--- config.mk ---
export PLATFORM = sky130hd
export DESIGN_NAME = dram_refresh_postpone_ctrl
export DESIGN_NICKNAME = d
export VERILOG_FILES = /design/src/rtl/refresh_pkg.sv /design/src/rtl/dram_refresh_postpone_ctrl.sv /design/src/rtl/interval_timer.sv /design/src/rtl/ratio_scaler.sv
export SDC_FILE = /design/constraint.sdc
export NUM_CORES = 1
export LEC_CHECK = 0
export ABC_AREA = 1
export BUFFER_PORTS_ARGS = -buffer_cell sky130_fd_sc_hd__buf_2
export CORE_ASPECT_RATIO = 2
export CORE_MARGIN = 5
export CORE_UTILIZATION = 58
export DETAILED_ROUTE_END_ITERATION = 12
export PLACE_DENSITY = 0.8
export SETUP_SLACK_MARGIN = 0.2
export SYNTH_ARGS = -nofsm -noshare
export SYNTH_HDL_FRONTEND = slang
export SYNTH_HIERARCHICAL = 1
export SYNTH_SLANG_ARGS = --single-unit
--- constraint.sdc ---
create_clock -name clk -period 11.55 [get_ports clk]
set_input_delay 1.155 -clock clk [delete_from_list [all_inputs] [get_ports clk]]
set_output_delay 1.155 -clock clk [all_outputs]
set_load 0.02 [all_outputs]
--- src/rtl/refresh_pkg.sv ---
// shared constants for the refresh postponement controller
package refresh_pkg;
   // ------------------------------------------------------------
   // register map (byte addresses)
   // ------------------------------------------------------------
   localparam logic [7:0] OFS_CTRL   = 8'h00;
   localparam logic [7:0] OFS_THRESH = 8'h04;
   localparam logic [7:0] OFS_FREQ   = 8'h08;
   localparam logic [7:0] OFS_STATUS = 8'h0c;
   // ------------------------------------------------------------
   // field layout
   // ------------------------------------------------------------
   localparam int LVL_W       = 5;
   localparam int DIV_W       = 4;
   localparam int TMR_W       = 16;
   localparam int CTRL_DFS    = 0;
   localparam int CTRL_PBR    = 1;
   localparam int CTRL_INIT   = 2;
   localparam int TH_URG_LSB  = 0;
   localparam int TH_NRM_LSB  = 8;
   localparam int TH_CAP_LSB  = 16;
   localparam int TH_BNK_LSB  = 24;
   localparam int ST_INIT     = 0;
   localparam int ST_BUSY     = 1;
   localparam int ST_URG      = 2;
   localparam int ST_CNT_LSB  = 8;
   localparam int ST_DIV_LSB  = 16;
   // ------------------------------------------------------------
   // reset values
   // ------------------------------------------------------------
   localparam logic [LVL_W-1:0] RST_URGENT = 5'h08;
   localparam logic [LVL_W-1:0] RST_NORMAL = 5'h04;
   localparam logic [LVL_W-1:0] RST_CAP    = 5'h08;
   localparam logic [LVL_W-1:0] RST_BANK   = 5'h02;
   localparam logic [DIV_W-1:0] RST_DIV    = 4'h1;
   // ------------------------------------------------------------
   // timing
   // ------------------------------------------------------------
   localparam int CLK_MHZ   = 250;
   localparam int TREFI_NS  = 3900;
   localparam int TREFI_CYC = (TREFI_NS * CLK_MHZ) / 1000;
   typedef enum logic [2:0] {
      SW_IDLE, SW_REQ, SW_SCALE_REM, SW_WAIT_REM, SW_SCALE_INT, SW_WAIT_INT
   } sw_state_t;
endpackage

--- src/rtl/dram_refresh_postpone_ctrl.sv ---
// refresh postponement control with clock-ratio rescaling, APB registers
//
// Design decisions made here: register access over APB and the address map.
`timescale 1ns/1ps
`default_nettype none
// How it works
// rescale window counters on clock switch
// postponed count never passes urgent level
// dyn_freq_switch_en low blocks frequency changes
// software sets thresholds before starting init
// thresholds frozen once initialization starts
// software picks smallest threshold over transitions
// ratio>=7 per-bank: levels 19, 18, cap 8
// ratio>=7 all-bank: urgent 17, cap 8
// ratio<7: urgent 21, normal below, cap 8
// urgent refresh burst, capped per interval
module dram_refresh_postpone_ctrl
   import refresh_pkg::*;
(
   input  wire logic              clk,
   input  wire logic              rst,
   // apb slave
   input  wire logic              psel,
   input  wire logic              penable,
   input  wire logic              pwrite,
   input  wire logic [7:0]        paddr,
   input  wire logic [31:0]       pwdata,
   output logic                   pready,
   output logic [31:0]            prdata,
   output logic                   pslverr,
   // command scheduler side
   output logic                   ref_req,
   output logic                   ref_urgent,
   output logic                   per_bank_refresh_en,
   output logic                   bank_refresh_more,
   input  wire logic              ref_done,
   // clock switching side
   output logic                   freq_change_req,
   output logic [DIV_W-1:0]       freq_div,
   input  wire logic              freq_change_ack,
   output logic                   ctrl_initialized
);
   // ------------------------------------------------------------
   // register state
   // ------------------------------------------------------------
   logic                 dyn_freq_switch_en_ff;
   logic                 pbr_ff;
   logic                 init_ff;
   logic [LVL_W-1:0]     urgent_lvl_ff;
   logic [LVL_W-1:0]     normal_lvl_ff;
   logic [LVL_W-1:0]     cap_ff;
   logic [LVL_W-1:0]     bank_lvl_ff;
   logic [DIV_W-1:0]     div_ff;
   logic [DIV_W-1:0]     target_div_ff;
   logic [31:0]          prdata_ff;
   logic                 pslverr_ff;

   // ------------------------------------------------------------
   // refresh accounting state
   // ------------------------------------------------------------
   logic [LVL_W-1:0]     postponed_ff;
   logic [LVL_W-1:0]     burst_ff;
   logic                 urgent_ff;
   logic [TMR_W-1:0]     period_ff;
   logic [TMR_W-1:0]     rem_scaled_ff;
   sw_state_t            sw_ff;
   sw_state_t            nxt_sw;

   // ------------------------------------------------------------
   // bus decode
   // ------------------------------------------------------------
   wire access    = psel && penable;
   wire wr        = access && pwrite;
   wire hit_ctrl  = (paddr == OFS_CTRL);
   wire hit_th    = (paddr == OFS_THRESH);
   wire hit_freq  = (paddr == OFS_FREQ);
   wire hit_st    = (paddr == OFS_STATUS);
   wire mapped    = hit_ctrl || hit_th || hit_freq || hit_st;
   wire wr_ctrl   = wr && hit_ctrl;
   wire wr_th     = wr && hit_th && !init_ff;
   wire wr_freq   = wr && hit_freq;
   wire sw_idle   = (sw_ff == SW_IDLE);
   wire [DIV_W-1:0] req_div = pwdata[DIV_W-1:0];
   wire switch_go = wr_freq && init_ff && dyn_freq_switch_en_ff
                    && sw_idle && (req_div != '0) && (req_div != div_ff);

   function automatic logic [LVL_W-1:0] fld(input logic [31:0] d, input int lsb);
      fld = d[lsb +: LVL_W];
   endfunction

   wire [31:0] rd_ctrl = 32'({init_ff, pbr_ff, dyn_freq_switch_en_ff});
   wire [31:0] rd_th   = (32'(bank_lvl_ff) << TH_BNK_LSB) | (32'(cap_ff) << TH_CAP_LSB)
                       | (32'(normal_lvl_ff) << TH_NRM_LSB) | (32'(urgent_lvl_ff) << TH_URG_LSB);
   wire [31:0] rd_st   = (32'(div_ff) << ST_DIV_LSB) | (32'(postponed_ff) << ST_CNT_LSB)
                       | (32'(urgent_ff) << ST_URG) | (32'(!sw_idle) << ST_BUSY)
                       | (32'(init_ff) << ST_INIT);
   wire [31:0] rd_mux  = hit_ctrl ? rd_ctrl :
                         hit_th   ? rd_th   :
                         hit_freq ? 32'(target_div_ff) :
                         hit_st   ? rd_st   : 32'h0000_0000;

   assign pready  = 1'b1;
   assign prdata  = prdata_ff;
   assign pslverr = pslverr_ff;

   always_ff @(posedge clk) begin
      if (rst) begin
         prdata_ff  <= 32'h0000_0000;
         pslverr_ff <= 1'b0;
      end else begin
         prdata_ff  <= (psel && !penable && !pwrite) ? rd_mux : prdata_ff;
         pslverr_ff <= psel && !penable && !mapped;
      end
   end

   // ------------------------------------------------------------
   // control and threshold registers
   // ------------------------------------------------------------
   always_ff @(posedge clk) begin
      if (rst) begin
         dyn_freq_switch_en_ff <= 1'b0;
         pbr_ff                <= 1'b0;
         init_ff               <= 1'b0;
      end else if (wr_ctrl) begin
         dyn_freq_switch_en_ff <= pwdata[CTRL_DFS];
         pbr_ff                <= init_ff ? pbr_ff : pwdata[CTRL_PBR];
         init_ff               <= init_ff | pwdata[CTRL_INIT];
      end
   end

   always_ff @(posedge clk) begin
      if (rst) begin
         urgent_lvl_ff <= RST_URGENT;
         normal_lvl_ff <= RST_NORMAL;
         cap_ff        <= RST_CAP;
         bank_lvl_ff   <= RST_BANK;
      end else if (wr_th) begin
         urgent_lvl_ff <= fld(pwdata, TH_URG_LSB);
         normal_lvl_ff <= fld(pwdata, TH_NRM_LSB);
         cap_ff        <= fld(pwdata, TH_CAP_LSB);
         bank_lvl_ff   <= fld(pwdata, TH_BNK_LSB);
      end
   end

   // ------------------------------------------------------------
   // frequency switch sequencer
   // ------------------------------------------------------------
   logic              scl_start;
   logic [TMR_W-1:0]  scl_a;
   logic [DIV_W-1:0]  scl_b;
   logic [DIV_W-1:0]  scl_c;
   logic              scl_done;
   logic [TMR_W-1:0]  scl_res;
   logic [TMR_W-1:0]  tmr_remain;
   logic              tick;

   wire in_rem = (sw_ff == SW_SCALE_REM);
   wire in_int = (sw_ff == SW_SCALE_INT);
   wire reload = (sw_ff == SW_WAIT_INT) && scl_done;

   assign scl_start = in_rem || in_int;
   assign scl_a     = in_int ? TMR_W'(TREFI_CYC) : tmr_remain;
   assign scl_b     = in_int ? DIV_W'(1) : div_ff;
   assign scl_c     = target_div_ff;

   always_comb begin
      nxt_sw = sw_ff;
      unique case (sw_ff)
         SW_IDLE:      nxt_sw = switch_go ? SW_REQ : SW_IDLE;
         SW_REQ:       nxt_sw = freq_change_ack ? SW_SCALE_REM : SW_REQ;
         SW_SCALE_REM: nxt_sw = SW_WAIT_REM;
         SW_WAIT_REM:  nxt_sw = scl_done ? SW_SCALE_INT : SW_WAIT_REM;
         SW_SCALE_INT: nxt_sw = SW_WAIT_INT;
         SW_WAIT_INT:  nxt_sw = scl_done ? SW_IDLE : SW_WAIT_INT;
         default:      nxt_sw = SW_IDLE;
      endcase
   end

   always_ff @(posedge clk) begin
      if (rst) begin
         sw_ff         <= SW_IDLE;
         div_ff        <= RST_DIV;
         target_div_ff <= RST_DIV;
         period_ff     <= TMR_W'(TREFI_CYC);
         rem_scaled_ff <= TMR_W'(TREFI_CYC);
      end else begin
         sw_ff <= nxt_sw;
         if (switch_go) begin
            target_div_ff <= req_div;
         end
         // remaining window time, in cycles of the new clock
         if (sw_ff == SW_WAIT_REM && scl_done) begin
            rem_scaled_ff <= scl_res;
         end
         if (reload) begin
            period_ff <= scl_res;
            div_ff    <= target_div_ff;
         end
      end
   end

   assign freq_change_req = (sw_ff == SW_REQ);
   assign freq_div        = target_div_ff;

   ratio_scaler #(
      .AW (TMR_W),
      .BW (DIV_W)
   ) u_scaler (
      .clk    (clk),
      .rst    (rst),
      .start  (scl_start),
      .a      (scl_a),
      .b      (scl_b),
      .c      (scl_c),
      .done   (scl_done),
      .result (scl_res)
   );

   // ------------------------------------------------------------
   // rolling window timer, frozen while the new counts are computed
   // ------------------------------------------------------------
   wire tmr_run = init_ff && (sw_idle || freq_change_req);

   interval_timer #(
      .W (TMR_W)
   ) u_timer (
      .clk      (clk),
      .rst      (rst),
      .run      (tmr_run),
      .load     (reload),
      .load_val (rem_scaled_ff),
      .period   (reload ? scl_res : period_ff),
      .tick     (tick),
      .remain   (tmr_remain)
   );

   // ------------------------------------------------------------
   // postponed refresh accounting
   // ------------------------------------------------------------
   wire at_urgent = (postponed_ff >= urgent_lvl_ff);
   wire burst_end = (burst_ff >= cap_ff);
   wire inc       = tick && !ref_done && !at_urgent;
   wire dec       = ref_done && !tick && (postponed_ff != '0);

   always_ff @(posedge clk) begin
      if (rst) begin
         postponed_ff <= '0;
      end else if (inc) begin
         postponed_ff <= postponed_ff + LVL_W'(1);
      end else if (dec) begin
         postponed_ff <= postponed_ff - LVL_W'(1);
      end
   end

   // urgent mode drains refreshes in bursts of at most cap_ff
   always_ff @(posedge clk) begin
      if (rst) begin
         urgent_ff <= 1'b0;
         burst_ff  <= '0;
      end else if (tick) begin
         urgent_ff <= at_urgent;
         burst_ff  <= '0;
      end else begin
         if (!urgent_ff && at_urgent) begin
            urgent_ff <= 1'b1;
         end else if (urgent_ff && (burst_end || postponed_ff == '0)) begin
            urgent_ff <= 1'b0;
         end
         if (urgent_ff && ref_done) begin
            burst_ff <= burst_ff + LVL_W'(1);
         end
      end
   end

   // ------------------------------------------------------------
   // outputs to the scheduler
   // ------------------------------------------------------------
   wire normal_due = (postponed_ff != '0) && (postponed_ff >= normal_lvl_ff);

   assign ref_urgent          = urgent_ff && !burst_end;
   assign ref_req             = init_ff && (ref_urgent || normal_due);
   assign per_bank_refresh_en = pbr_ff;
   assign bank_refresh_more   = pbr_ff && (postponed_ff >= bank_lvl_ff);
   assign ctrl_initialized    = init_ff;

endmodule
`default_nettype wire

--- src/rtl/interval_timer.sv ---
// loadable down counter that marks each refresh interval
`timescale 1ns/1ps
`default_nettype none
module interval_timer
   import refresh_pkg::*;
#(
   parameter int W = TMR_W
) (
   input  wire logic         clk,
   input  wire logic         rst,
   input  wire logic         run,
   input  wire logic         load,
   input  wire logic [W-1:0] load_val,
   input  wire logic [W-1:0] period,
   output logic              tick,
   output logic [W-1:0]      remain
);
   logic [W-1:0] cnt_ff;
   logic [W-1:0] nxt_cnt;
   wire          at_one = (cnt_ff <= W'(1));

   assign tick    = run && !load && at_one;
   assign remain  = cnt_ff;
   assign nxt_cnt = load ? load_val : (!run ? cnt_ff : (at_one ? period : cnt_ff - W'(1)));

   always_ff @(posedge clk) begin
      if (rst) begin
         cnt_ff <= W'(TREFI_CYC);
      end else begin
         cnt_ff <= nxt_cnt;
      end
   end
endmodule
`default_nettype wire

--- src/rtl/ratio_scaler.sv ---
// sequential a*b/c, used to rescale counts when the clock changes
`timescale 1ns/1ps
`default_nettype none
module ratio_scaler
   import refresh_pkg::*;
#(
   parameter int AW = TMR_W,
   parameter int BW = DIV_W
) (
   input  wire logic          clk,
   input  wire logic          rst,
   input  wire logic          start,
   input  wire logic [AW-1:0] a,
   input  wire logic [BW-1:0] b,
   input  wire logic [BW-1:0] c,
   output logic               done,
   output logic [AW-1:0]      result
);
   localparam int PW = AW + BW;
   logic [PW-1:0]     num_ff;
   logic [PW-1:0]     quo_ff;
   logic [BW:0]       rem_ff;
   logic [BW-1:0]     div_ff;
   logic [5:0]        step_ff;
   logic              busy_ff;
   logic              done_ff;
   logic [AW-1:0]     res_ff;
   wire  [BW+1:0]     trial = {rem_ff, num_ff[PW-1]};
   wire               fits  = trial >= {2'b00, div_ff};
   wire  [BW+1:0]     diff  = trial - {2'b00, div_ff};
   wire               last  = (step_ff == 6'(PW - 1));

   assign done   = done_ff;
   assign result = res_ff;

   always_ff @(posedge clk) begin
      if (rst) begin
         busy_ff <= 1'b0;
         done_ff <= 1'b0;
         res_ff  <= '0;
         num_ff  <= '0;
         quo_ff  <= '0;
         rem_ff  <= '0;
         div_ff  <= '0;
         step_ff <= '0;
      end else begin
         done_ff <= busy_ff && last;
         if (start) begin
            num_ff  <= PW'(a * b);
            div_ff  <= (c == '0) ? BW'(1) : c;
            rem_ff  <= '0;
            quo_ff  <= '0;
            step_ff <= '0;
            busy_ff <= 1'b1;
         end else if (busy_ff) begin
            num_ff  <= {num_ff[PW-2:0], 1'b0};
            rem_ff  <= fits ? diff[BW:0] : trial[BW:0];
            quo_ff  <= {quo_ff[PW-2:0], fits};
            step_ff <= step_ff + 6'd1;
            if (last) begin
               busy_ff <= 1'b0;
               res_ff  <= AW'({quo_ff[PW-2:0], fits});
            end
         end
      end
   end
endmodule
`default_nettype wire

# After elaboration in Yosys (flattened, before gate mapping)

Index checks and enable logic that the tools add are counted.

Register bits after elaboration: 194
Bits in latches: 0
Memory bits (writable): 0
Bits in read-only memories: 0
Input bits: 47
Memories kept: 0

Add/sub/neg operators: 6
Multiply operators: 1
Div/mod/pow operators: 0
Order comparisons: 6
Eq/ne operators: 10
Shifts and indexed selects: 0
Muxes and demuxes: 26
Bitwise logic cells: 10
Reductions and logical operators: 63

Operators with widths:

| cell                    | number |
|---|---|
| $mux W20                | 4 |
| $mux W16                | 4 |
| $mux W29                | 2 |
| $logic_and A1 B1 Y1     | 31 |
| $or A29 B13 Y29         | 1 |
| $or A29 B21 Y29         | 1 |
| $or A29 B5 Y29          | 1 |
| $ge A5 B5 Y1            | 4 |
| $mul A16 B4 Y20         | 1 |
| $or A20 B1 Y20          | 1 |
| $or A20 B13 Y20         | 1 |
| $or A20 B2 Y20          | 1 |
| $or A20 B3 Y20          | 1 |
| $pmux W3 S6             | 1 |
| $eq A8 B4 Y1 const B    | 2 |
| $le A16 B1 Y1 const B   | 1 |
| $sub A16 B1 Y16 const B | 1 |
| $mux W5                 | 3 |
| $logic_not A1 Y1        | 11 |
| $add A5 B1 Y5 const B   | 2 |
| $eq A8 B3 Y1 const B    | 1 |
| $logic_not A8 Y1        | 1 |
| $mux W4                 | 2 |
| $logic_or A1 B1 Y1      | 7 |
| other kinds (24)        | 37 |

# Depth between registers and ports, before layout

Depth after elaboration: 10
Gate-level depth with buffers: 25
Gate-level depth less buffers: 22

# Modules after synthesis

The synthesis kept the hierarchy.

By module, submodules not included:

| module                     | instances | cells an instance | area each (µm²) |
|---|---|---|---|
| ratio_scaler               | 1         | 744               | 5,177.5 |
| dram_refresh_postpone_ctrl | 1         | 702               | 4,972.3 |
| interval_timer             | 1         | 197               | 1,353.8 |

# Least setup slack after synthesis

OpenSTA, ideal clock, no wires.

Path type: register to register
From: register sw_ff[1]
To: register u_scaler.num_ff[16]
Library setup time: 0.141 ns
Arrival time: 3.626 ns
Data required time: 11.409 ns
Path slack: 7.782 ns
Stages on the path, launching flop included: 22
Path buffers: 3
Path through: dfxtp_1 nor2_1 nand2_1 inv_1 buf_2 nor2_1 clkbuf_1 clkbuf_1 nand2_1 fa_1 inv_1 fa_1 inv_1 fa_1 o21ai_2 nand2_1 nand2_2 nand2_1 nand2_1 nand2_1 nand3_1 a21oi_1

Longest elaborated chain between the ends: 4

Ends and longest elaborated chain:

| element                | RTL line                          | text |
|---|---|---|
| start, declared        | dram_refresh_postpone_ctrl.sv:66  | `sw_state_t sw_ff;` |
| start signal, assigned | dram_refresh_postpone_ctrl.sv:187 | `sw_ff <= nxt_sw;` |
| $eq A3 B3 Y1           | dram_refresh_postpone_ctrl.sv:158 | `wire in_int = (sw_ff == SW_SCALE_INT);` |
| $mux W4                | dram_refresh_postpone_ctrl.sv:163 | `assign scl_b = in_int ? DIV_W'(1) : div_ff;` |
| named net scl_b[2]     | dram_refresh_postpone_ctrl.sv:150 | `logic [DIV_W-1:0] scl_b;` |
| $mul A16 B4 Y20        | ratio_scaler.sv:49                | `num_ff <= PW'(a * b);` |
| $mux W20               | ratio_scaler.sv:48                | `if (start) begin` |
| end signal, assigned   | ratio_scaler.sv:49                |  |
| end signal, assigned   | ratio_scaler.sv:56                | `num_ff <= {num_ff[PW-2:0], 1'b0};` |
| end, declared          | ratio_scaler.sv:20                | `logic [PW-1:0] num_ff;` |

The timed path passes the listed nets, and every way through them passes these cells.
A chain may end at the register's enable or synchronous reset.

# Final worst setup path

From: register sw_ff[0]
To: register u_scaler.num_ff[19]

Same word-level chain as after synthesis.

==> run_results.csv <==
group,metric,value,unit
cells_and_area,nets,1801,
synth,ys_ff_latch,182,
synth,synthCells,1643,
synth,yosys_most_used_dff,"dfxtp_1",
clock_network,cts_sinks,182,
cells_and_area,final_cell_mix,"nand2_1 (359), inv_1 (269), dfxtp_1 (182)",
routing,detail-route-antenna-nets,0,
timing,min_period,4870,ps
critical_path,critical_path.max_fanout,19,
placed_design,dpl_cell_area,11800,um2
critical_path,criticalPathCategory,"register to register",
placed_design,numPortBuffers,65,
floorplan,rows,73,
timing,min_period_over_period,42.1,%
pwr,power_frac_comb,12.7,%
timing,fin_skew,12.1,ps
clock_network,cts-hold-fix-buffers,0,
critical_path,critPathMostFrequentCell,"nand2_1",
clock_network,clkLatencyLatePin,440,ps
timing,rsz0062_at_grt,"no",
clock_network,htreeDepth,4,
placed_design,dp_hpwl,21900,um
run_status,status,"finished clean",
timing,tightest_slew,1190,ps
global_routing,track_usage,26.4,%
pwr,powerDensity,119,nW/um2
floorplan,core_area,19700,um2
critical_path,slowest_stage,"nor2_1",
cells_and_area,layout_commonest_cell,"nand2_1",
floorplan,initial_utilization,58.3,%
flow_run,drv_cap,0,
global_routing,grt_pass1_vias,10500,
routing,drtPass1Iterations,5,
floorplan,dieArea,22900,um2
clock_network,cts_setup_buffers,0,
timing,max-slew-margin-rel,20.4,%
synth,syn_avg_cell_area,7.00,um2
pwr,p_int,1.08,mW
pwr,p_leak,6.02,nW
routing,drc,0,
critical_path,crit_chain,"nor2_1, nand2_1, inv_1, nor2_1, nand2_1, fa_1, fa_1, inv_1, ha_1, nand2_1, nand2_1, nand2_1, nand2_1, nand2_1, nand3_2, nand2_1, nand2_1, nand2_1, nand3_1, a21oi_1",
critical_path,cp.required,11860,ps
pwr,peakVddDrop,0.0800,mV
timing,hold_viol,0,
cells_and_area,finalInstanceArea,12400,um2
clock_network,cts_made_buffers,17,
clock_network,tritoncts,"done",
clock_network,cts.path.max_buffers,2,
floorplan,die_h,209,um
routing,wire_per_inst,15.2,um
clock_network,cts-root-buf,"clkbuf_16",
critical_path,critPathMaxStageDelay,960,ps
routing,vias,10500,
clock_network,cts_resized,0,
timing,slew_viol_final,0,
synth,yosys_warnings,6,
synth,synth_seq_area_share,31.7,%
global_routing,grt_max_degree,65,
global_routing,grt_pass1_wl,48000,um
timing,clock.fmax,206,MHz
cells_and_area,fin_util,62.8,%
pwr,swShare,26.9,%
timing,fin_tns_setup,0,ps
synth,async_flop_share,0,%
cells_and_area,layout.cells.non_filler,1944,
cells_and_area,layout-drive-gt1-share,12.8,%
critical_path,start_kind,"register",
cells_and_area,ff_latch_area,3640,um2
critical_path,arrival,5180,ps
pwr,switchingPower,0.396,mW
pwr,clockPowerShare,42.7,%
clock_network,clk_pin_slew,70,ps
global_routing,antenna_found_initial,0,
routing,avgViaCountPerCell,5.42,
routing,drtIter0Drc,654,
global_routing,gr-total-overflow,0,
min_path,hp-class,"register to register",
cells_and_area,antenna_cells,0,
critical_path,end_kind,"register",
synth,yosys.cell_types.count,47,
cells_and_area,area_delta_synth_final,7.62,%
routing,routed_wl,29500,um
pwr,pwr-share-seq,44.6,%
floorplan,die_w,110,um
cells_and_area,multi_input_area,6350,um2
pwr,total_power,1.47,mW
placed_design,gp_congestion,0.918,
timing,setup_violations,0,
cells_and_area,fillers,1860,
synth,netlist_area,11500,um2
placed_design,dp.cells,1912,
floorplan,ios,91,
synth,synth_edf_count,0,
## state kept, by name (all words and copies together) (netlist names), 6 cells and up
name and count:
period_ff 16, prdata 20, rem_scaled_ff 16, u_scaler/num_ff 20, u_scaler/quo_ff 15, u_scaler/result 16, u_scaler/step_ff 6, u_timer/remain 16
## Yosys cell counts, types with 12 or more instances
library cell,instances,area [um2]
fa_1,30,601
o21ai_0,58,290
nand2_2,17,106
clkbuf_1,26,97.6
buf_6,13,146
nor3_1,24,120
buf_2,12,60.1
dfxtp_1,182,3640
ha_1,55,688
inv_2,14,52.6
nand2_1,359,1350
or2_2,17,106
buf_4,16,120
nand3_1,60,300
a21oi_2,22,193
a21oi_1,108,541
nor2_2,16,100
nand4_1,13,81.3
inv_1,269,1010
o211ai_1,14,105
xor2_1,13,114
o21ai_1,33,165
nor2_1,165,619
## cell families (layout without fill, tap and decap cells)
family | Yosys count | count (layout) | share of synthesized area (%)
buffers and inverters | 358 | 386 | 13.5
AOI/OAI and AO/OA | 285 | 285 | 14.6
and+or+nand+nor | 716 | 716 | 27.8
other | 2 | 13 | 0.0653
DFF | 182 | 182 | 31.7
xor gates and xnor gates | 15 | 15 | 1.14
adders and majority gates | 85 | 85 | 11.2
## stage by stage
step / worst slack (ps) / hold slack, ps
final: 6680 / 462
after global routing: 6350 / 480
after CTS: 6720 / 463
after detailed placement: 6710 / 449
after global placement: 6910 / 444
after floorplan: 7780 / 429
## cell type report
| cell class | instances | share of cell area [%] |
|---|---|---|
| clock buffers | 20 | 3.53 |
| clock inverters | 12 | 1.54 |
| inverters | 285 | 8.68 |
| multi-input cells | 1114 | 51.3 |
| flip-flops and latches | 182 | 29.4 |
| well taps | 262 | 2.65 |
| repair buffers | 69 | 2.89 |
## metal layers
metal	part of all wire [%]	vias up	track usage, %
met4	8.5	0	22.0
met2	53	327	48.2
li1	-	5209	-
met3	3.7	130	3.46
met1	34	4874	25.1
met5	0	-	0
## worst paths after layout
| path | depth (start not counted) | slack, ps | end | startpoint |
|---|---|---|---|---|
| setup / recovery | 20 | 6680 | u_scaler/num_ff[19]$_SDFFE_PP0P_ | sw_ff[0]$_SDFF_PP0_ |
| hold / removal | 2 | 460 | prdata[27]$_SDFFE_PP0P_ | prdata[27]$_SDFFE_PP0P_ |
| setup reg to reg | 20 | 6680 | u_scaler/num_ff[19]$_SDFFE_PP0P_ | sw_ff[0]$_SDFF_PP0_ |
| hold reg to reg | 2 | 460 | prdata[27]$_SDFFE_PP0P_ | prdata[27]$_SDFFE_PP0P_ |
## critical path: cells and delay by family (launching register included)
kind                       cells  cell delay, ps
and+or+nand+nor               14            2260
adders and majority gates      3            1410
DFF                            1             420
AOI/OAI and AO/OA              1             340
buffers and inverters          2             310
## power by group through the flow
stage | combinational [mW] | sequential, mW | clock, mW
2_1_floorplan | 0.141 | 0.664 | 0
3_3_place_gp | 0.175 | 0.670 | 0
3_5_place_dp | 0.184 | 0.670 | 0
4_1_cts | 0.186 | 0.656 | 0.638
5_1_grt | 0.210 | 0.657 | 0.664
6_report | 0.186 | 0.656 | 0.628
Note: power is estimated with default switching activity, not from simulation.
